[src/pwr_sched_regs.vh]
// Register map, field positions, reset values and timing constants of the power scheduler
`ifndef PWR_SCHED_REGS_VH
`define PWR_SCHED_REGS_VH

// Register byte offsets
`define A_CTRL 8'h00
`define A_GUARD 8'h04
`define A_CSW 8'h08
`define A_SLOTLEN 8'h0C
`define A_RSVTX 8'h10
`define A_RSVRX 8'h14
`define A_AVAIL 8'h18
`define A_CONT 8'h1C
`define A_HIB 8'h20
`define A_STAT 8'h24

// Control register bits
`define B_EN 0
`define B_MASTER 1
`define B_ADV 2
`define B_TXCONT 3

// Hibernation register fields
`define F_HIB_CNT 7:0
`define F_HIB_DUR 15:8
`define B_HIB_GO 31

// Status register fields
`define B_ST_AWAKE 0
`define B_ST_HIB 1
`define B_ST_ANN 2
`define B_ST_CCA 3
`define B_ST_UCA 4
`define F_ST_SLOT 11:8
`define F_ST_HCNT 23:16

// Reset values
`define CTRL_RST 4'h0
`define GUARD_RST 16'h0010
`define CSW_RST 16'h0020
`define SLOTLEN_RST 16'h0100
`define MASK_RST 16'h0000
`define HCNT_RST 8'h00

// Superframe shape: sixteen slots, slot 0 holds the beacon period
`define SLOT_W 4
`define SLOT_LAST 4'hF
`define SLOT_BCN 4'h0
`define SF_W 20

// Access delay: longest frame plus immediate ack plus short interframe space
`define CLK_PERIOD_NS 25
`define MAX_FRAME_NS 80000
`define IMM_ACK_NS 8000
`define SIFS_NS 2000
`define ACCESS_DELAY_NS (`MAX_FRAME_NS + `IMM_ACK_NS + `SIFS_NS)
`define ACCESS_DELAY_CYC (`ACCESS_DELAY_NS / `CLK_PERIOD_NS)
`define ACC_W 12

// Hibernation states
`define ST_ACTIVE 2'h0
`define ST_ANNOUNCE 2'h1
`define ST_HIBERNATE 2'h2

`endif

[src/sf_timer.v]
// Superframe and slot position counter
`timescale 1ns/1ps
`include "pwr_sched_regs.vh"

module sf_timer
(
   // Clock and reset
   input wire clk_i,
   input wire rst_i,
   // Configuration
   input wire run_i,
   input wire [15:0] slot_len_i,
   // Position
   output reg [`SLOT_W-1:0] slot_idx_o,
   output reg [15:0] slot_cyc_o,
   output reg [`SF_W-1:0] sf_cyc_o,
   output reg sf_start_o,
   output reg slot_start_o
);

   wire slot_end;

   // Compare on cyc+1 so a zero slot length still advances every cycle
   assign slot_end = ({1'b0, slot_cyc_o} + 17'h00001) >= {1'b0, slot_len_i};

   ////////////////////////////////////////////////////////////////////////////
   // Slot and superframe counters, with one-cycle boundary pulses
   always @(posedge clk_i)
   begin
      if (rst_i || !run_i)
      begin
         slot_idx_o <= `SLOT_BCN;
         slot_cyc_o <= 16'h0000;
         sf_cyc_o <= 20'h00000;
         sf_start_o <= 1'b0;
         slot_start_o <= 1'b0;
      end
      else if (slot_end)
      begin
         slot_cyc_o <= 16'h0000;
         slot_start_o <= 1'b1;
         slot_idx_o <= slot_idx_o + 4'h1;
         if (slot_idx_o == `SLOT_LAST)
         begin
            sf_cyc_o <= 20'h00000;
            sf_start_o <= 1'b1;
         end
         else
         begin
            sf_cyc_o <= sf_cyc_o + 20'h00001;
            sf_start_o <= 1'b0;
         end
      end
      else
      begin
         slot_cyc_o <= slot_cyc_o + 16'h0001;
         sf_cyc_o <= sf_cyc_o + 20'h00001;
         sf_start_o <= 1'b0;
         slot_start_o <= 1'b0;
      end
   end

endmodule

[src/pwr_sched.v]
// Power-state scheduler of a superframe MAC with its APB register file
`timescale 1ns/1ps
`include "pwr_sched_regs.vh"

// What this block does
// - Active mode talks in the superframe; hibernation sends and receives nothing.
// - Hibernation is announced in as many superframe beacons as its count before it begins.
// - A network master never hibernates and stays active.
// - Active device is either awake (tx and rx) or asleep (neither).
// - Waking with contention frame queued runs channel assessment before judging medium.
// - Access delay is longest frame plus immediate ack plus interframe space.
// - Awake guard time plus contention window before beacon period start.
// - Awake before own reserved block; may sleep once its sends succeeded.
// - Release a reserved block in the same cycle the radio sleeps inside it, advisory only.
// - Last frame sent in a reserved block carries more-frames cleared.
// - Pending contention sends are announced in beacon; sleep allowed when done.
// - Last contention frame to each recipient carries more-frames cleared.
// - Awake guard time before peer-announced reserved block; sleep when all received.
// - After unsolicited change announce stay awake until response is sent.
// - Advertised availability slots need wake guard time before each slot.
// - Without availability advertised stay awake in every contention slot.
// - After more-frames shows contention data all received, may sleep.
module pwr_sched
(
   // Clock and reset
   input wire MCLK_I,
   input wire RESET_I,
   // APB slave
   input wire PSEL_I,
   input wire PENABLE_I,
   input wire PWRITE_I,
   input wire [7:0] PADDR_I,
   input wire [31:0] PWDATA_I,
   output reg [31:0] PRDATA_O,
   output wire PREADY_O,
   output wire PSLVERR_O,
   // MAC events
   input wire RSV_TX_DONE_I,
   input wire RSV_RX_LAST_I,
   input wire CONT_TX_DONE_I,
   input wire CONT_RX_LAST_I,
   input wire UCA_RX_I,
   input wire UCR_TX_I,
   input wire HDR_RX_I,
   // Outgoing frame header
   input wire TX_FRAME_I,
   input wire TX_MORE_I,
   input wire TX_LAST_BLK_I,
   input wire TX_LAST_RCPT_I,
   output reg MORE_FRAMES_O,
   // Power state
   output reg AWAKE_O,
   output reg HIBERNATE_O,
   output reg HIB_ANNOUNCE_O,
   output reg TIM_ANNOUNCE_O,
   output reg AVAIL_ADV_O,
   output reg CCA_ACTIVE_O,
   output reg MEDIUM_JUDGE_O,
   output reg RELEASE_BLK_O
);

   // Mask lookup shared by the current and next slot checks
   function slot_hit;
      input [15:0] mask;
      input [`SLOT_W-1:0] idx;
      begin
         slot_hit = mask[idx];
      end
   endfunction

   reg [3:0] ctrl_q;
   reg [15:0] guard_q;
   reg [15:0] csw_q;
   reg [15:0] slot_len_q;
   reg [15:0] rsv_tx_q;
   reg [15:0] rsv_rx_q;
   reg [15:0] avail_q;
   reg [15:0] cont_q;
   reg [7:0] hib_cnt_cfg_q;
   reg [7:0] hib_dur_cfg_q;
   reg hib_go_q;
   reg [1:0] hstate_q;
   reg [7:0] hcnt_q;
   reg rsv_tx_done_q;
   reg rsv_rx_done_q;
   reg cont_tx_done_q;
   reg cont_rx_done_q;
   reg uca_pend_q;
   reg [`ACC_W-1:0] acc_cnt_q;
   reg need;
   reg [31:0] rd_d;
   reg addr_ok;
   wire wr_en;
   wire setup;
   wire run;
   wire [`SLOT_W-1:0] slot_idx;
   wire [`SLOT_W-1:0] slot_nxt;
   wire [15:0] slot_cyc;
   wire [`SF_W-1:0] sf_cyc;
   wire sf_start;
   wire slot_start;
   wire [`SF_W-1:0] sf_len;
   wire [`SF_W-1:0] sf_rem;
   wire [`SF_W-1:0] bcn_lead;
   wire [15:0] slot_rem;
   wire pre_next;
   wire hib;

   ////////////////////////////////////////////////////////////////////////////
   // Superframe position
   assign run = ctrl_q[`B_EN];

   sf_timer u_timer
   (
      .clk_i(MCLK_I),
      .rst_i(RESET_I),
      .run_i(run),
      .slot_len_i(slot_len_q),
      .slot_idx_o(slot_idx),
      .slot_cyc_o(slot_cyc),
      .sf_cyc_o(sf_cyc),
      .sf_start_o(sf_start),
      .slot_start_o(slot_start)
   );

   // Lead times; a guard longer than a slot only covers the adjacent slot
   assign slot_nxt = slot_idx + 4'h1;
   assign sf_len = {slot_len_q, 4'h0};
   assign sf_rem = sf_len - sf_cyc;
   // One spare cycle in each lead pays for the registered awake flag
   assign bcn_lead = {4'h0, guard_q} + {4'h0, csw_q} + 20'h00001;
   assign slot_rem = slot_len_q - slot_cyc;
   assign pre_next = {1'b0, slot_rem} <= ({1'b0, guard_q} + 17'h00001);
   assign hib = hstate_q == `ST_HIBERNATE;

   ////////////////////////////////////////////////////////////////////////////
   // APB decode; zero wait states, error on unmapped offsets
   assign setup = PSEL_I && !PENABLE_I;
   assign wr_en = PSEL_I && PENABLE_I && PWRITE_I && addr_ok;
   assign PREADY_O = 1'b1;
   assign PSLVERR_O = PSEL_I && PENABLE_I && !addr_ok;

   // Read mux, captured in the setup cycle so data sits in a flip-flop
   always @*
   begin
      addr_ok = 1'b1;
      rd_d = 32'h00000000;
      case (PADDR_I)
         `A_CTRL: rd_d[3:0] = ctrl_q;
         `A_GUARD: rd_d[15:0] = guard_q;
         `A_CSW: rd_d[15:0] = csw_q;
         `A_SLOTLEN: rd_d[15:0] = slot_len_q;
         `A_RSVTX: rd_d[15:0] = rsv_tx_q;
         `A_RSVRX: rd_d[15:0] = rsv_rx_q;
         `A_AVAIL: rd_d[15:0] = avail_q;
         `A_CONT: rd_d[15:0] = cont_q;
         `A_HIB:
         begin
            rd_d[`F_HIB_CNT] = hib_cnt_cfg_q;
            rd_d[`F_HIB_DUR] = hib_dur_cfg_q;
         end
         `A_STAT:
         begin
            rd_d[`B_ST_AWAKE] = AWAKE_O;
            rd_d[`B_ST_HIB] = HIBERNATE_O;
            rd_d[`B_ST_ANN] = HIB_ANNOUNCE_O;
            rd_d[`B_ST_CCA] = CCA_ACTIVE_O;
            rd_d[`B_ST_UCA] = uca_pend_q;
            rd_d[`F_ST_SLOT] = slot_idx;
            rd_d[`F_ST_HCNT] = hcnt_q;
         end
         default: addr_ok = 1'b0;
      endcase
   end

   // Register writes; the hibernation go bit is a one-cycle command
   always @(posedge MCLK_I)
   begin
      if (RESET_I)
      begin
         PRDATA_O <= 32'h00000000;
         ctrl_q <= `CTRL_RST;
         guard_q <= `GUARD_RST;
         csw_q <= `CSW_RST;
         slot_len_q <= `SLOTLEN_RST;
         rsv_tx_q <= `MASK_RST;
         rsv_rx_q <= `MASK_RST;
         avail_q <= `MASK_RST;
         cont_q <= `MASK_RST;
         hib_cnt_cfg_q <= `HCNT_RST;
         hib_dur_cfg_q <= `HCNT_RST;
         hib_go_q <= 1'b0;
      end
      else
      begin
         hib_go_q <= 1'b0;
         if (setup)
            PRDATA_O <= rd_d;
         if (wr_en)
         begin
            case (PADDR_I)
               `A_CTRL: ctrl_q <= PWDATA_I[3:0];
               `A_GUARD: guard_q <= PWDATA_I[15:0];
               `A_CSW: csw_q <= PWDATA_I[15:0];
               `A_SLOTLEN: slot_len_q <= PWDATA_I[15:0];
               `A_RSVTX: rsv_tx_q <= PWDATA_I[15:0];
               `A_RSVRX: rsv_rx_q <= PWDATA_I[15:0];
               `A_AVAIL: avail_q <= PWDATA_I[15:0];
               `A_CONT: cont_q <= PWDATA_I[15:0];
               `A_HIB:
               begin
                  hib_cnt_cfg_q <= PWDATA_I[`F_HIB_CNT];
                  hib_dur_cfg_q <= PWDATA_I[`F_HIB_DUR];
                  hib_go_q <= PWDATA_I[`B_HIB_GO];
               end
               default: hib_go_q <= 1'b0;
            endcase
         end
      end
   end

   ////////////////////////////////////////////////////////////////////////////
   // Hibernation mode: announce, count down per superframe, hibernate
   always @(posedge MCLK_I)
   begin
      if (RESET_I || ctrl_q[`B_MASTER] || !run)
      begin
         hstate_q <= `ST_ACTIVE;
         hcnt_q <= `HCNT_RST;
      end
      else
      begin
         case (hstate_q)
            `ST_ACTIVE:
               if (hib_go_q && hib_dur_cfg_q != `HCNT_RST)
               begin
                  hstate_q <= `ST_ANNOUNCE;
                  hcnt_q <= hib_cnt_cfg_q;
               end
            `ST_ANNOUNCE:
               // Entry at the first superframe start with the count at zero, so a zero count puts the announcement in no later beacon
               if (sf_start)
               begin
                  if (hcnt_q == `HCNT_RST)
                  begin
                     hstate_q <= `ST_HIBERNATE;
                     hcnt_q <= hib_dur_cfg_q;
                  end
                  else
                     hcnt_q <= hcnt_q - 8'h01;
               end
            `ST_HIBERNATE:
               if (sf_start)
               begin
                  if (hcnt_q == 8'h01)
                     hstate_q <= `ST_ACTIVE;
                  hcnt_q <= hcnt_q - 8'h01;
               end
            default: hstate_q <= `ST_ACTIVE;
         endcase
      end
   end

   ////////////////////////////////////////////////////////////////////////////
   // Per-block and per-superframe progress flags; a set beats a boundary clear
   always @(posedge MCLK_I)
   begin
      if (RESET_I)
      begin
         rsv_tx_done_q <= 1'b0;
         rsv_rx_done_q <= 1'b0;
         cont_tx_done_q <= 1'b0;
         cont_rx_done_q <= 1'b0;
         uca_pend_q <= 1'b0;
      end
      else
      begin
         rsv_tx_done_q <= RSV_TX_DONE_I || (rsv_tx_done_q && !slot_start);
         rsv_rx_done_q <= RSV_RX_LAST_I || (rsv_rx_done_q && !slot_start);
         cont_tx_done_q <= CONT_TX_DONE_I || (cont_tx_done_q && !sf_start);
         cont_rx_done_q <= CONT_RX_LAST_I || (cont_rx_done_q && !sf_start);
         uca_pend_q <= UCA_RX_I || (uca_pend_q && !UCR_TX_I);
      end
   end

   ////////////////////////////////////////////////////////////////////////////
   // Wake obligations; any one of them keeps the radio on
   always @*
   begin
      need = 1'b0;
      if (sf_rem <= bcn_lead || slot_idx == `SLOT_BCN)
         need = 1'b1;
      if (slot_hit(rsv_tx_q, slot_idx) && !rsv_tx_done_q)
         need = 1'b1;
      if (slot_hit(rsv_tx_q, slot_nxt) && pre_next)
         need = 1'b1;
      if (slot_hit(rsv_rx_q, slot_idx) && !rsv_rx_done_q)
         need = 1'b1;
      if (slot_hit(rsv_rx_q, slot_nxt) && pre_next)
         need = 1'b1;
      if (ctrl_q[`B_TXCONT] && !cont_tx_done_q)
         need = 1'b1;
      if (uca_pend_q || CCA_ACTIVE_O)
         need = 1'b1;
      if (!cont_rx_done_q)
      begin
         if (ctrl_q[`B_ADV])
         begin
            if (slot_hit(avail_q, slot_idx) || (slot_hit(avail_q, slot_nxt) && pre_next))
               need = 1'b1;
         end
         else if (slot_hit(cont_q, slot_idx))
            need = 1'b1;
      end
      // Disabled scheduler leaves the radio on; hibernation overrides all
      if (!run)
         need = 1'b1;
      if (hib)
         need = 1'b0;
   end

   ////////////////////////////////////////////////////////////////////////////
   // Power state and beacon indications
   always @(posedge MCLK_I)
   begin
      if (RESET_I)
      begin
         AWAKE_O <= 1'b1;
         HIBERNATE_O <= 1'b0;
         HIB_ANNOUNCE_O <= 1'b0;
         TIM_ANNOUNCE_O <= 1'b0;
         AVAIL_ADV_O <= 1'b0;
         RELEASE_BLK_O <= 1'b0;
      end
      else
      begin
         AWAKE_O <= need;
         HIBERNATE_O <= hib;
         HIB_ANNOUNCE_O <= hstate_q == `ST_ANNOUNCE;
         TIM_ANNOUNCE_O <= ctrl_q[`B_TXCONT] && !hib;
         AVAIL_ADV_O <= ctrl_q[`B_ADV] && !hib;
         // Advisory pulse: sleeping inside our own reserved slot
         RELEASE_BLK_O <= AWAKE_O && !need && !hib && slot_hit(rsv_tx_q, slot_idx);
      end
   end

   ////////////////////////////////////////////////////////////////////////////
   // Channel assessment after wake-up with a contention frame queued
   always @(posedge MCLK_I)
   begin
      if (RESET_I)
      begin
         CCA_ACTIVE_O <= 1'b0;
         MEDIUM_JUDGE_O <= 1'b0;
         acc_cnt_q <= {`ACC_W{1'b0}};
      end
      else
      begin
         MEDIUM_JUDGE_O <= 1'b0;
         if (!AWAKE_O && need && ctrl_q[`B_TXCONT] && !cont_tx_done_q)
         begin
            CCA_ACTIVE_O <= 1'b1;
            acc_cnt_q <= {`ACC_W{1'b0}};
         end
         else if (CCA_ACTIVE_O)
         begin
            // Header seen or full access delay waited, whichever first
            if (HDR_RX_I || acc_cnt_q == `ACCESS_DELAY_CYC - 1)
            begin
               CCA_ACTIVE_O <= 1'b0;
               MEDIUM_JUDGE_O <= 1'b1;
            end
            // Hibernation silences the radio, so the assessment is dropped
            else if (hib)
               CCA_ACTIVE_O <= 1'b0;
            else
               acc_cnt_q <= acc_cnt_q + 12'h001;
         end
      end
   end

   ////////////////////////////////////////////////////////////////////////////
   // More-frames bit of the outgoing frame header
   always @(posedge MCLK_I)
   begin
      if (RESET_I)
         MORE_FRAMES_O <= 1'b0;
      else if (TX_FRAME_I)
         MORE_FRAMES_O <= TX_MORE_I && !TX_LAST_BLK_I && !TX_LAST_RCPT_I;
   end

endmodule

[config.mk]
export PLATFORM = sky130hd
export DESIGN_NAME = pwr_sched
export DESIGN_NICKNAME = d
export VERILOG_FILES = /design/src/sf_timer.v /design/src/pwr_sched.v
export VERILOG_INCLUDE_DIRS = /design/src
export SDC_FILE = /design/constraint.sdc
export NUM_CORES = 1
export LEC_CHECK = 0
export BUFFER_PORTS_ARGS = -buffer_cell sky130_fd_sc_hd__clkbuf_2
export CAP_MARGIN = 30
export CORE_ASPECT_RATIO = 1.5
export CORE_MARGIN = 2
export CORE_UTILIZATION = 55
export CTS_CLUSTER_SIZE = 20
export DETAILED_ROUTE_END_ITERATION = 16
export PLACE_DENSITY = 0.74
export SYNTH_ARGS = -nofsm -noshare
export SYNTH_HDL_FRONTEND = slang
export SYNTH_SLANG_ARGS = --single-unit
[constraint.sdc]
create_clock -name MCLK_I -period 12.2 [get_ports MCLK_I]
set_clock_uncertainty 0.2 [all_clocks]
set_input_delay 2.44 -clock MCLK_I [delete_from_list [all_inputs] [get_ports MCLK_I]]
set_output_delay 2.44 -clock MCLK_I [all_outputs]
set_load 0.05 [all_outputs]
-- Word level (Yosys, flattened, before mapping)
Cells that the tools add are included.
- register bits: 235
- input port bits: 56
- output and inout bits: 43
- word-level logic and storage cells: 206
- add/sub/neg operators: 11
- magnitude comparators: 5
- equal/unequal tests: 19
- muxes and demuxes: 54
- bitwise operators: 6
- reduce and logical (&&, ||, !) cells: 77
- operators with widths (operator ; count):
    $mux W20 ; 2
    $mux W8 ; 5
    $pmux W4 S10 ; 1
    $pmux W4 S9 ; 1
    $add A16 B1 Y17 const B ; 2
    $eq A8 B5 Y1 const B ; 4
    $pmux W4 S8 ; 1
    $bmux W1 S4 ; 7
    $mux W1 ; 28
    $logic_and A1 B1 Y1 ; 27
    $pmux W3 S8 ; 1
    $pmux W8 S3 ; 1
    $add A20 B1 Y20 const B ; 1
    $le A20 B18 Y1 ; 1
    $sub A20 B20 Y20 ; 1
    $add A17 B1 Y18 const B ; 1
    $reduce_and A2 Y1 ; 9
    $add A16 B16 Y17 ; 1
    $ge A17 B16 Y1 ; 1
    $le A16 B17 Y1 ; 1
    $add A16 B1 Y16 const B ; 1
    $eq A8 B4 Y1 const B ; 2
    $eq A8 B6 Y1 const B ; 2
    $logic_not A8 Y1 ; 2
    29 further kinds ; 69

-- Longest topological paths before layout
Gate-level depths: netlist (run 1).
- word-level depth: 20
- gate-level depth with buffers: 20
- gate-level depth less buffers: 20

-- Hierarchy
From an unflattened synthesis (run 1), not the netlist that was laid out.
- cell total of the unflattened synthesis: 1708
- area, all modules: 15085.7 um^2
- by module, submodules not included (module ; instances ; cells each ; area each (um^2) ; seq. area each (um^2)):
    pwr_sched ; 1 ; 1433 ; 12514.5 ; 3863.7
    sf_timer ; 1 ; 275 ; 2571.2 ; 840.8

-- Worst setup path before layout (run 1)
Ideal clock, no wire load.
- path kind: input-to-output
- start: input port PADDR_I[3]
- end: output port PSLVERR_O
- arrival: 3.825 ns
- data required time: 9.560 ns
- slack: 5.735 ns
- stages: 4
- path buffers: 0
- cells stage by stage: or3_1 -> o21ai_0 -> o21bai_1 -> nor2_1
- longest elaborated chain between the ends: 5
- elaborated cells between the ends (all ways): 14
- those cells by class: 9 x eq/ne; 1 x mux; 4 x reduce/logical
- ends and longest elaborated chain (what ; RTL line ; RTL):
    start: declaration ; pwr_sched.v:32 ; input wire [7:0] PADDR_I,
    $eq A8 B6 Y1 (tied with other cells) ; pwr_sched.v:148 ; case (PADDR_I)
    $reduce_or A10 Y1 (no line) (*) ; n/a ;
    $mux W1 (*) ; pwr_sched.v:148 ;
    $logic_not A1 Y1 (*) ; pwr_sched.v:141 ; assign PSLVERR_O = PSEL_I && PENABLE_I && !addr_ok;
    $logic_and A1 B1 Y1 (*) ; pwr_sched.v:141 ;
    end: declaration ; pwr_sched.v:36 ; output wire PSLVERR_O,
Every way passes the cells marked *; elsewhere a longest branch is shown, timed or not.

-- Worst setup path in the final report (run 1)
- start: input port PADDR_I[5]
- end: output port PSLVERR_O
Same word-level chain as after synthesis.

==> flow_metrics.py, run 1 <==
metrics = {
    "clocking": {
        "cts-root-to-sink-buffers": 3,
        "clock-sinks": 235,
        "htree_levels": 1,
        "worstSkewPairLatency_ns": 0.55,
        "clk_pin_slew_ns": 0.06,
        "cts_buffers": 24,
        "cts_setup_buffers": 0,
        "cts_tree": "built",
        "cts-resized-gates": 0,
        "cts_root_buf": "clkbuf_16",
        "cts_hold_buf": 0,
    },
    "power_and_ir_drop": {
        "power-per-cell-area_mw_per_mm2": 103.4,
        "leakage_nw": 5.943,
        "ir_drop_mv": 0.1135,
    },
    "logic_synthesis": {
        "yosys.area.top_type": "dfxtp_1",
        "syn-cell-area_sq_mm": 0.01462,
        "syn_inst": 1852,
        "synth_top_area_share_pct": 32.19,
        "synth-edff-count": 0,
        "async_flop_share_pct": 0,
        "syn_avg_cell_area_sq_um": 7.892,
        "yosysWarningCount": 0,
        "synth.top_cells.by_area": "dfxtp_1, ha_1, nand2_1",
        "ys_ff_latch": 235,
        "yosysUniqueCellTypes": 67,
        "synthFlopType": "dfxtp_1",
        "yosysSeqAreaShare_pct": 32.19,
    },
    "timing": {
        "rsz0062_at_grt": "false",
        "min_period_ns": 6.465,
        "drv_slew": 0,
        "final-hold-violation-count": 0,
        "slew_headroom_pct": 28.98,
        "worstMarginPinSlew_ns": 1.058,
        "finalSetupViolCount": 0,
        "setup_slack_ns": 5.735,
        "whs_ns": 0.2552,
        "fin_crit_sh_pct": 52.99,
        "finalSetupTns_ns": 0,
        "max_freq_mhz": 154.7,
    },
    "worst_hold_path": {
        "whs_path_depth": 2,
        "whs_endpoint": "PRDATA_O[16]",
        "hp-class": "flip-flop to flip-flop",
        "min-delay-start": "PRDATA_O[16]",
    },
    "worst_setup_path": {
        "r2r_cells": 20,
        "r2r_slack_ns": 7.04,
        "path_cells": "clkbuf_2 -> nor4_1 -> and2_1 -> o21bai_1 -> nor2_1 -> clkbuf_2",
        "crit_arrival_ns": 3.83,
        "crit_type": "input port to output port",
        "r2r-end": "RELEASE_BLK_O",
        "cpMostUsedCell": "clkbuf_2",
        "regToRegStartpoint": "slot_len_q[0]",
        "start_kind": "input port",
        "endpoint_kind": "output port",
        "cp_data_required_time_ns": 9.56,
        "path_max_fanout": 8,
        "cp_slowest_cell": "nor4_1",
        "max_stage_delay_ns": 0.37,
    },
    "floorplanning": {
        "io_pins": 99,
        "die_w_um": 137.1,
        "dieArea_sq_mm": 0.02792,
        "initial_core_util_pct": 55.56,
        "core.rowCount": 73,
        "placeableCoreArea_sq_mm": 0.02631,
        "die_h_um": 203.7,
    },
    "routing": {
        "drtIter0Drc": 1085,
        "wl_per_cell_um": 20.37,
        "firstDrtPassIters": 6,
        "vias": 13670,
        "ant_nets": 0,
        "drc_errors": 0,
        "postRouteWirelength_um": 45270,
        "via_per_inst": 6.150,
    },
    "place": {
        "port_buffers": 74,
        "dp_cells": 2177,
        "dp_slack_ns": 5.165,
        "gp_congestion": 0.9724,
        "dp_hpwl_um": 33130,
    },
    "cells_and_area": {
        "layout.cells.non_filler": 2222,
        "fin_nets": 2035,
        "n_antenna_cell": 0,
        "drive_gt1_share_pct": 9.125,
        "synthToLayoutAreaGrowth_pct": 9.417,
        "nFillCells": 2377,
    },
    "global_route": {
        "grt_pass1_vias": 13140,
        "track_usage_pct": 32.42,
        "grt_pass1_wl_um": 69880,
        "antenna_found_initial": 0,
        "grt_max_degree": 96,
        "overflow": 0,
    },
    "flow_run": {
        "drv_cap": 0,
    },
    "run_status": {
        "outcome": "complete, no violations",
    },
}
## per-stage QoR
step | utilization [%] | power, mW | instance area (sq um)
6_report | 60.79 | 1.654 | 15990
5_1_grt | 60.79 | 1.690 | 15990
4_1_cts | 60.66 | 1.652 | 15960
3_5_place_dp | 57.33 | 0.8441 | 15080
3_3_place_gp | 57.12 | 0.8426 | 15020
2_1_floorplan | - | 0.8253 | 14640
## metal layers
layer | vias to the layer above | GRT usage (%) | routed length [um]
met2 | 605 | 54.73 | 21660
met3 | 210 | 5.568 | 3318
met4 | 0 | 23.67 | 4042
met1 | 6347 | 36.15 | 16250
li1 | 6503 | - | -
met5 | - | 0 | 0
## synth_stat cells, types with 7 or more instances
library cell / count
dfxtp_1: 235
and2_1: 14
or3_1: 7
nor2b_1: 32
xor2_1: 34
nor2_1: 125
clkbuf_1: 64
a21o_1: 10
mux2i_1: 39
xnor2_1: 72
a211o_1: 10
nor3_1: 56
a21oi_1: 214
nand2b_1: 12
and3_1: 20
nand3_1: 60
mux4_2: 24
a222oi_1: 7
buf_2: 18
o21ai_0: 57
nor4_1: 11
a221oi_1: 14
ha_1: 109
o211ai_1: 8
inv_1: 81
buf_4: 16
o31ai_1: 7
a22oi_1: 25
a31oi_1: 11
nand4_1: 18
o21a_1: 9
nand2_1: 349
## cell usage in the layout, fill, tap and decap left out, types with 32 or more instances in the layout
| master | netlist | layout |
|---|---|---|
| nand2_1 | 349 | 349 |
| nand3_1 | 60 | 60 |
| nor2b_1 | 32 | 32 |
| xnor2_1 | 72 | 72 |
| ha_1 | 109 | 109 |
| nor3_1 | 56 | 56 |
| o21ai_0 | 57 | 57 |
| xor2_1 | 34 | 34 |
| inv_1 | 81 | 81 |
| clkbuf_2 | 0 | 73 |
| dfxtp_1 | 235 | 235 |
| mux2i_1 | 39 | 39 |
| a21oi_1 | 214 | 214 |
| nor2_1 | 125 | 125 |
## cells by family (layout without fill, tap and decap cells)
group                      after synthesis  in the layout  share of synthesized area, %
other                                    2              9                       0.05138
adders and majority gates              111            111                         9.605
DFF                                    235            235                         32.19
xor gates and xnor gates               106            106                         6.352
and+or+nand+nor                        735            735                         22.77
muxes                                   65             65                         6.523
AOI/OAI and AO/OA                      409            409                         16.93
buffers and inverters                  189            215                         5.573
## flip-flops by register name, summed over array words and instances, names as in the netlist, 16 cells and up
register            cells
PRDATA_O               24
u_timer.sf_cyc_o       20
avail_q                16
cont_q                 16
csw_q                  16
guard_q                16
rsv_rx_q               16
rsv_tx_q               16
slot_len_q             16
u_timer.slot_cyc_o     16
## layout make-up
type                       count  area (sq um)  area share, %
sequential                   235          4705          29.42
tap                          337         421.7          2.637
timing repair buffer          90         553.0          3.458
inverter                      82         307.8          1.925
multi-input combinational   1435          9128          57.08
clock buffer                  32         711.9          4.452
clock inverter                11         165.2          1.033
## worst max-delay path by stage
stage / from / endpoint / cells past startpoint
4_1_cts: PADDR_I[2] / PSLVERR_O / 6
2_1_floorplan: PADDR_I[3] / PSLVERR_O / 4
6_report: PADDR_I[5] / PSLVERR_O / 6
5_1_grt: PADDR_I[3] / PSLVERR_O / 6
3_3_place_gp: PADDR_I[2] / PSLVERR_O / 6
3_5_place_dp: PADDR_I[2] / PSLVERR_O / 6
## critical path: cells and delay by family
kind | cells | cell delay, ns
and+or+nand+nor | 3 | 0.80
buffers and inverters | 2 | 0.38
AOI/OAI and AO/OA | 1 | 0.20
## power breakdown
| group | internal [mW] | switching [mW] |
|---|---|---|
| Clock | 0.494 | 0.330 |
| Sequential | 0.769 | 0.00231 |
| Combinational | 0.0130 | 0.0457 |
(Power assumes the default switching activity.)
==> inputs of run 2 (changes only) <==
--- a/config.mk
+++ b/config.mk
@@ -13,7 +13,7 @@
 export CORE_UTILIZATION = 55
 export CTS_CLUSTER_SIZE = 20
 export DETAILED_ROUTE_END_ITERATION = 16
-export PLACE_DENSITY = 0.74
+export PLACE_DENSITY = 0.76
 export SYNTH_ARGS = -nofsm -noshare
 export SYNTH_HDL_FRONTEND = slang
 export SYNTH_SLANG_ARGS = --single-unit
==> constraint.sdc (replaced) <==
create_clock -name MCLK_I -period 5.59 [get_ports MCLK_I]
set_clock_uncertainty 0.2 [all_clocks]
set_input_delay 1.118 -clock MCLK_I [delete_from_list [all_inputs] [get_ports MCLK_I]]
set_output_delay 1.118 -clock MCLK_I [all_outputs]
set_load 0.05 [all_outputs]
==> flow_metrics.py, run 2 (same netlist as run 1, synthesis figures left out) <==
metrics = {
    "run_status": {
        "outcome": "complete, no violations",
    },
    "cells_and_area": {
        "n_antenna_cell": 0,
        "top_regs": "PRDATA_O x24, u_timer.sf_cyc_o x20",
        "regMostFlops": "PRDATA_O",
        "final_util_pct": 60.84,
        "drive_gt1_share_pct": 9.360,
        "largest_reg_flops": 24,
        "final_common_cell": "nand2_1",
        "final_cell_area_sq_mm": 0.01601,
        "nFillCells": 2342,
        "fin_nets": 2042,
        "layout_common_cells": "nand2_1, dfxtp_1, a21oi_1, nor2_1, ha_1",
        "synthToLayoutAreaGrowth_pct": 9.512,
        "layout.cells.non_filler": 2228,
    },
    "timing": {
        "drv_slew": 0,
        "finalSetupTns_ns": 0,
        "slew_headroom_pct": 33.08,
        "final-hold-violation-count": 0,
        "setup_slack_ns": 0.7024,
        "max_freq_mhz": 204.6,
        "rsz0062_at_grt": "false",
        "min_period_ns": 4.888,
        "finalSetupViolCount": 0,
        "fin_crit_sh_pct": 87.43,
        "worstMarginPinSlew_ns": 1.002,
    },
    "power_and_ir_drop": {
        "comb_power_share_pct": 3.5,
        "clock_power_share_pct": 50.0,
        "seqPwrFrac_pct": 46.6,
        "ir_drop_mv": 0.2599,
        "leakage_nw": 5.966,
        "p_int_mw": 2.790,
        "swShare_pct": 22.79,
        "power-per-cell-area_mw_per_mm2": 225.8,
        "p_switching_uw": 823.5,
    },
    "floorplanning": {
        "core.rowCount": 73,
        "io_pins": 99,
        "dieArea_sq_mm": 0.02792,
        "die_h_um": 203.7,
        "initial_core_util_pct": 55.56,
        "placeableCoreArea_sq_mm": 0.02631,
        "die_w_um": 137.1,
    },
    "routing": {
        "drtIter0Drc": 1238,
        "drc_errors": 0,
        "firstDrtPassIters": 9,
        "ant_nets": 0,
        "via_per_inst": 6.222,
        "wl_per_cell_um": 20.77,
        "postRouteWirelength_um": 46280,
        "vias": 13860,
    },
    "worst_setup_path": {
        "endpoint_kind": "flip-flop",
        "crit_type": "flip-flop to flip-flop",
        "start_kind": "flip-flop",
        "path_max_fanout": 5,
        "cp_data_required_time_ns": 5.83,
        "crit_arrival_ns": 5.13,
    },
    "global_route": {
        "antenna_found_initial": 0,
        "grt_pass1_vias": 13240,
        "track_usage_pct": 33.16,
        "grt_max_degree": 85,
        "grt_pass1_wl_um": 71560,
        "overflow": 0,
    },
    "place": {
        "dp_slack_ns": 0.8125,
        "dp_hpwl_um": 33990,
        "dp_cells": 2185,
        "gp_congestion": 1.001,
        "dpl-instance-area_sq_mm": 0.01512,
        "port_buffers": 74,
    },
    "clocking": {
        "clk_pin_slew_ns": 0.07,
        "cts-resized-gates": 0,
        "worstSkewPairLatency_ns": 0.55,
        "cts_setup_buffers": 0,
        "cts-root-to-sink-buffers": 3,
        "clock-sinks": 235,
        "cts_root_buf": "clkbuf_16",
        "cts_tree": "built",
        "htree_levels": 1,
        "cts_hold_buf": 0,
        "cts_buffers": 24,
    },
    "worst_hold_path": {
        "hp-class": "flip-flop to flip-flop",
    },
    "flow_run": {
        "drv_cap": 0,
    },
}
[run 2: stage by stage]
stage / hold WS [ns] / total power [mW]
after detailed placement: 0.2514 / 1.840
final: 0.2563 / 3.613
after floorplan: 0.2423 / 1.801
after global placement: 0.2442 / 1.839
after global routing: 0.2765 / 3.684
after CTS: 0.2602 / 3.613
[run 2: power groups by stage]
stage                     registers [mW]  logic, mW  clock network [mW]
after floorplan                     1.72     0.0769                   0
after global placement              1.72      0.119                   0
after detailed placement            1.72      0.120                   0
after CTS                           1.68      0.120                1.81
after global routing                1.68      0.129                1.87
final                               1.68      0.125                1.80
[run 2: critical path, cell delays in order, from the launching register on]
cell and delay, ns:
dfxtp_1 0.54, inv_1 0.15, fa_1 0.48, nor2b_1 0.15
o21a_1 0.12, nor2_1 0.05, o21bai_1 0.17, a31o_2 0.20
a31oi_1 0.11, a21oi_1 0.21, o211ai_1 0.15, ha_1 0.32
nand2_1 0.07, nor3_1 0.25, a21boi_0 0.21, o31ai_1 0.16
a2111oi_2 0.54, o41ai_1 0.18, buf_4 0.19, a2111oi_2 0.31
[run 2: area by class of cell]
| class | instances | area (sq um) | share of cell area (%) |
|---|---|---|---|
| clock buffers | 30 | 674.4 | 4.214 |
| inverters | 82 | 307.8 | 1.923 |
| well taps | 337 | 421.7 | 2.634 |
| flip-flops and latches | 235 | 4705 | 29.39 |
| clock inverters | 12 | 196.4 | 1.227 |
| multi-input cells | 1435 | 9128 | 57.03 |
| repair buffers | 97 | 573.1 | 3.580 |
[run 2: path summary, 6_finish.rpt]
check / startpoint / to / slack [ns] / cells past startpoint
max: slot_len_q[1] / RELEASE_BLK_O / 0.70 / 19
min: PRDATA_O[19] / PRDATA_O[19] / 0.26 / 2
max reg2reg: slot_len_q[1] / RELEASE_BLK_O / 0.70 / 19
min reg2reg: PRDATA_O[19] / PRDATA_O[19] / 0.26 / 2
[run 2: metal layers]
metal	wire, um	global-route usage (%)	vias to the layer above	part of all wire, %
met2	22260	56.22	647	48
met1	16400	36.73	6489	35
met3	3527	4.996	218	7.6
met5	0	0	-	0
met4	4093	25.26	0	8.8
li1	-	-	6509	-
==> inputs of run 3 (changes only) <==
--- a/config.mk
+++ b/config.mk
@@ -13,7 +13,7 @@
 export CORE_UTILIZATION = 55
 export CTS_CLUSTER_SIZE = 20
 export DETAILED_ROUTE_END_ITERATION = 16
-export PLACE_DENSITY = 0.76
+export PLACE_DENSITY = 0.74
 export SYNTH_ARGS = -nofsm -noshare
 export SYNTH_HDL_FRONTEND = slang
 export SYNTH_SLANG_ARGS = --single-unit
==> constraint.sdc (replaced) <==
create_clock -name MCLK_I -period 5.2 [get_ports MCLK_I]
set_clock_uncertainty 0.2 [all_clocks]
set_input_delay 0.26 -clock MCLK_I [delete_from_list [all_inputs] [get_ports MCLK_I]]
set_output_delay 0.26 -clock MCLK_I [all_outputs]
set_load 0.05 [all_outputs]
==> flow_metrics.py, run 3 (same netlist as run 1, synthesis figures left out) <==
metrics = {
    "run_status": {
        "outcome": "complete, no violations",
    },
    "cells_and_area": {
        "nFillCells": 2307,
        "drive_gt1_share_pct": 9.323,
        "synthToLayoutAreaGrowth_pct": 11.15,
        "final_common_cell": "nand2_1",
        "fin_nets": 2070,
        "layout_common_cells": "nand2_1, dfxtp_1, a21oi_1, nor2_1, ha_1",
        "top_regs": "PRDATA_O x24, u_timer.sf_cyc_o x20",
        "layout.cells.non_filler": 2257,
        "register_area_sq_mm": 0.004705,
        "n_antenna_cell": 0,
        "largest_reg_flops": 24,
        "regMostFlops": "PRDATA_O",
        "multi_input_area_sq_mm": 0.009128,
    },
    "place": {
        "dp_cells": 2186,
        "gp_congestion": 0.9997,
        "dp_hpwl_um": 34190,
        "port_buffers": 74,
    },
    "clocking": {
        "cts_tree": "built",
        "cts_root_buf": "clkbuf_16",
        "clock-sinks": 235,
        "cts-root-to-sink-buffers": 3,
        "worstSkewPairLatency_ns": 0.55,
        "cts-resized-gates": 0,
        "htree_levels": 1,
        "cts_buffers": 24,
        "clk_pin_slew_ns": 0.07,
    },
    "floorplanning": {
        "dieArea_sq_mm": 0.02792,
        "initial_core_util_pct": 55.56,
        "die_w_um": 137.1,
        "die_h_um": 203.7,
        "io_pins": 99,
        "core.rowCount": 73,
        "placeableCoreArea_sq_mm": 0.02631,
    },
    "routing": {
        "drtIter0Drc": 1350,
        "drc_errors": 0,
        "ant_nets": 0,
        "vias": 13810,
        "firstDrtPassIters": 6,
        "wl_per_cell_um": 20.59,
        "postRouteWirelength_um": 46470,
        "via_per_inst": 6.117,
    },
    "timing": {
        "max_freq_mhz": 208.0,
        "whs_ns": 0.1391,
        "final-hold-violation-count": 0,
        "finalSetupViolCount": 0,
        "worstMarginPinSlew_ns": 1.035,
        "slew_headroom_pct": 30.83,
        "finalSetupTns_ns": 0,
        "min_period_ns": 4.809,
        "fin_crit_sh_pct": 92.48,
        "drv_slew": 0,
        "rsz0062_at_grt": "false",
    },
    "global_route": {
        "grt_pass1_vias": 13310,
        "grt_pass1_wl_um": 71870,
        "grt_max_degree": 64,
        "antenna_found_initial": 0,
        "track_usage_pct": 33.40,
        "overflow": 0,
    },
    "worst_hold_path": {
        "hp-class": "input port to flip-flop",
    },
    "power_and_ir_drop": {
        "leakage_nw": 6.060,
        "seqPwrFrac_pct": 47.5,
        "p_switching_uw": 883.6,
        "swShare_pct": 23.18,
        "clock_power_share_pct": 48.6,
        "p_int_mw": 2.928,
        "ir_drop_mv": 0.2935,
        "comb_power_share_pct": 4.0,
        "power-per-cell-area_mw_per_mm2": 234.6,
    },
    "worst_setup_path": {
        "cp_data_required_time_ns": 5.45,
        "path_max_fanout": 5,
        "endpoint_kind": "flip-flop",
        "crit_type": "flip-flop to flip-flop",
        "crit_arrival_ns": 5.06,
        "start_kind": "flip-flop",
    },
    "flow_run": {
        "drv_cap": 0,
    },
}
run 3: changes by cell type in the layout (fill, tap and decap cells not counted), sizes merged:
cell         previous run  this run
clkbuf                103       104
clkinv                  7         8
inv                    82        81
dlygate4sd3             0        27
bufinv                  5         3
clkinvlp                0         2
buf                    24        25
run 3: worst max-delay path, stage by stage (launching register included):
cell and delay [ns]:
dfxtp_1 0.56, inv_1 0.15, fa_1 0.48, nor2b_1 0.13
o21a_1 0.11, nor2_1 0.05, o21bai_1 0.20, a31o_2 0.20
a31oi_1 0.11, nor2b_1 0.16, xnor2_1 0.14, ha_1 0.30
nand4_1 0.15, nor3_1 0.24, a21boi_0 0.23, o31ai_1 0.14
a2111oi_2 0.48, o41ai_1 0.16, buf_4 0.18, a2111oi_2 0.31
run 3: area by class of cell:
class / instances / area share [%]
Timing Repair Buffer: 125 / 5.215
Tap cell: 337 / 2.596
Sequential cell: 235 / 28.96
Clock inverter: 12 / 0.9089
Multi-Input combinational cell: 1435 / 56.19
Clock buffer: 31 / 4.236
Inverter: 82 / 1.895
run 3: final timing paths:
check | endpoint | slack (ns) | cells past startpoint | from
max reg2reg | RELEASE_BLK_O | 0.39 | 19 | slot_len_q[1]
min reg2reg | PRDATA_O[21] | 0.26 | 2 | PRDATA_O[21]
max | RELEASE_BLK_O | 0.39 | 19 | slot_len_q[1]
min | ctrl_q[2] | 0.14 | 4 | PENABLE_I
run 3: power groups by stage:
stage	logic [mW]	clock network (mW)	registers [mW]
global route	0.156	1.93	1.81
global placement	0.129	0	1.85
CTS	0.146	1.87	1.81
detailed placement	0.130	0	1.85
floorplan	0.0827	0	1.85
finish	0.152	1.85	1.81
run 3: metal layers:
layer	part of all wire [%]	vias up	wire length (um)	global-route usage [%]
met3	6.9	168	3194	5.270
met1	36	6499	16910	38.00
met2	49	581	22630	56.97
met5	0	-	0	0
met4	8.0	0	3734	22.09
li1	-	6557	-	-
run 3: repair_timing:
action                    4_1_cts  5_1_grt
setup buffers                   0        0
hold endpoints to repair      134        0
hold buffers                   27        0
run 3: metrics by stage:
stage	worst slack (ns)	power (mW)	area (sq um)	utilization, %
2_1_floorplan	1.291	1.936	14640	-
3_5_place_dp	0.4732	1.979	15130	57.51
6_report	0.3912	3.812	16240	61.75
3_3_place_gp	0.6228	1.979	15100	57.40
4_1_cts	0.4533	3.824	16230	61.71
5_1_grt	0.2111	3.896	16240	61.75
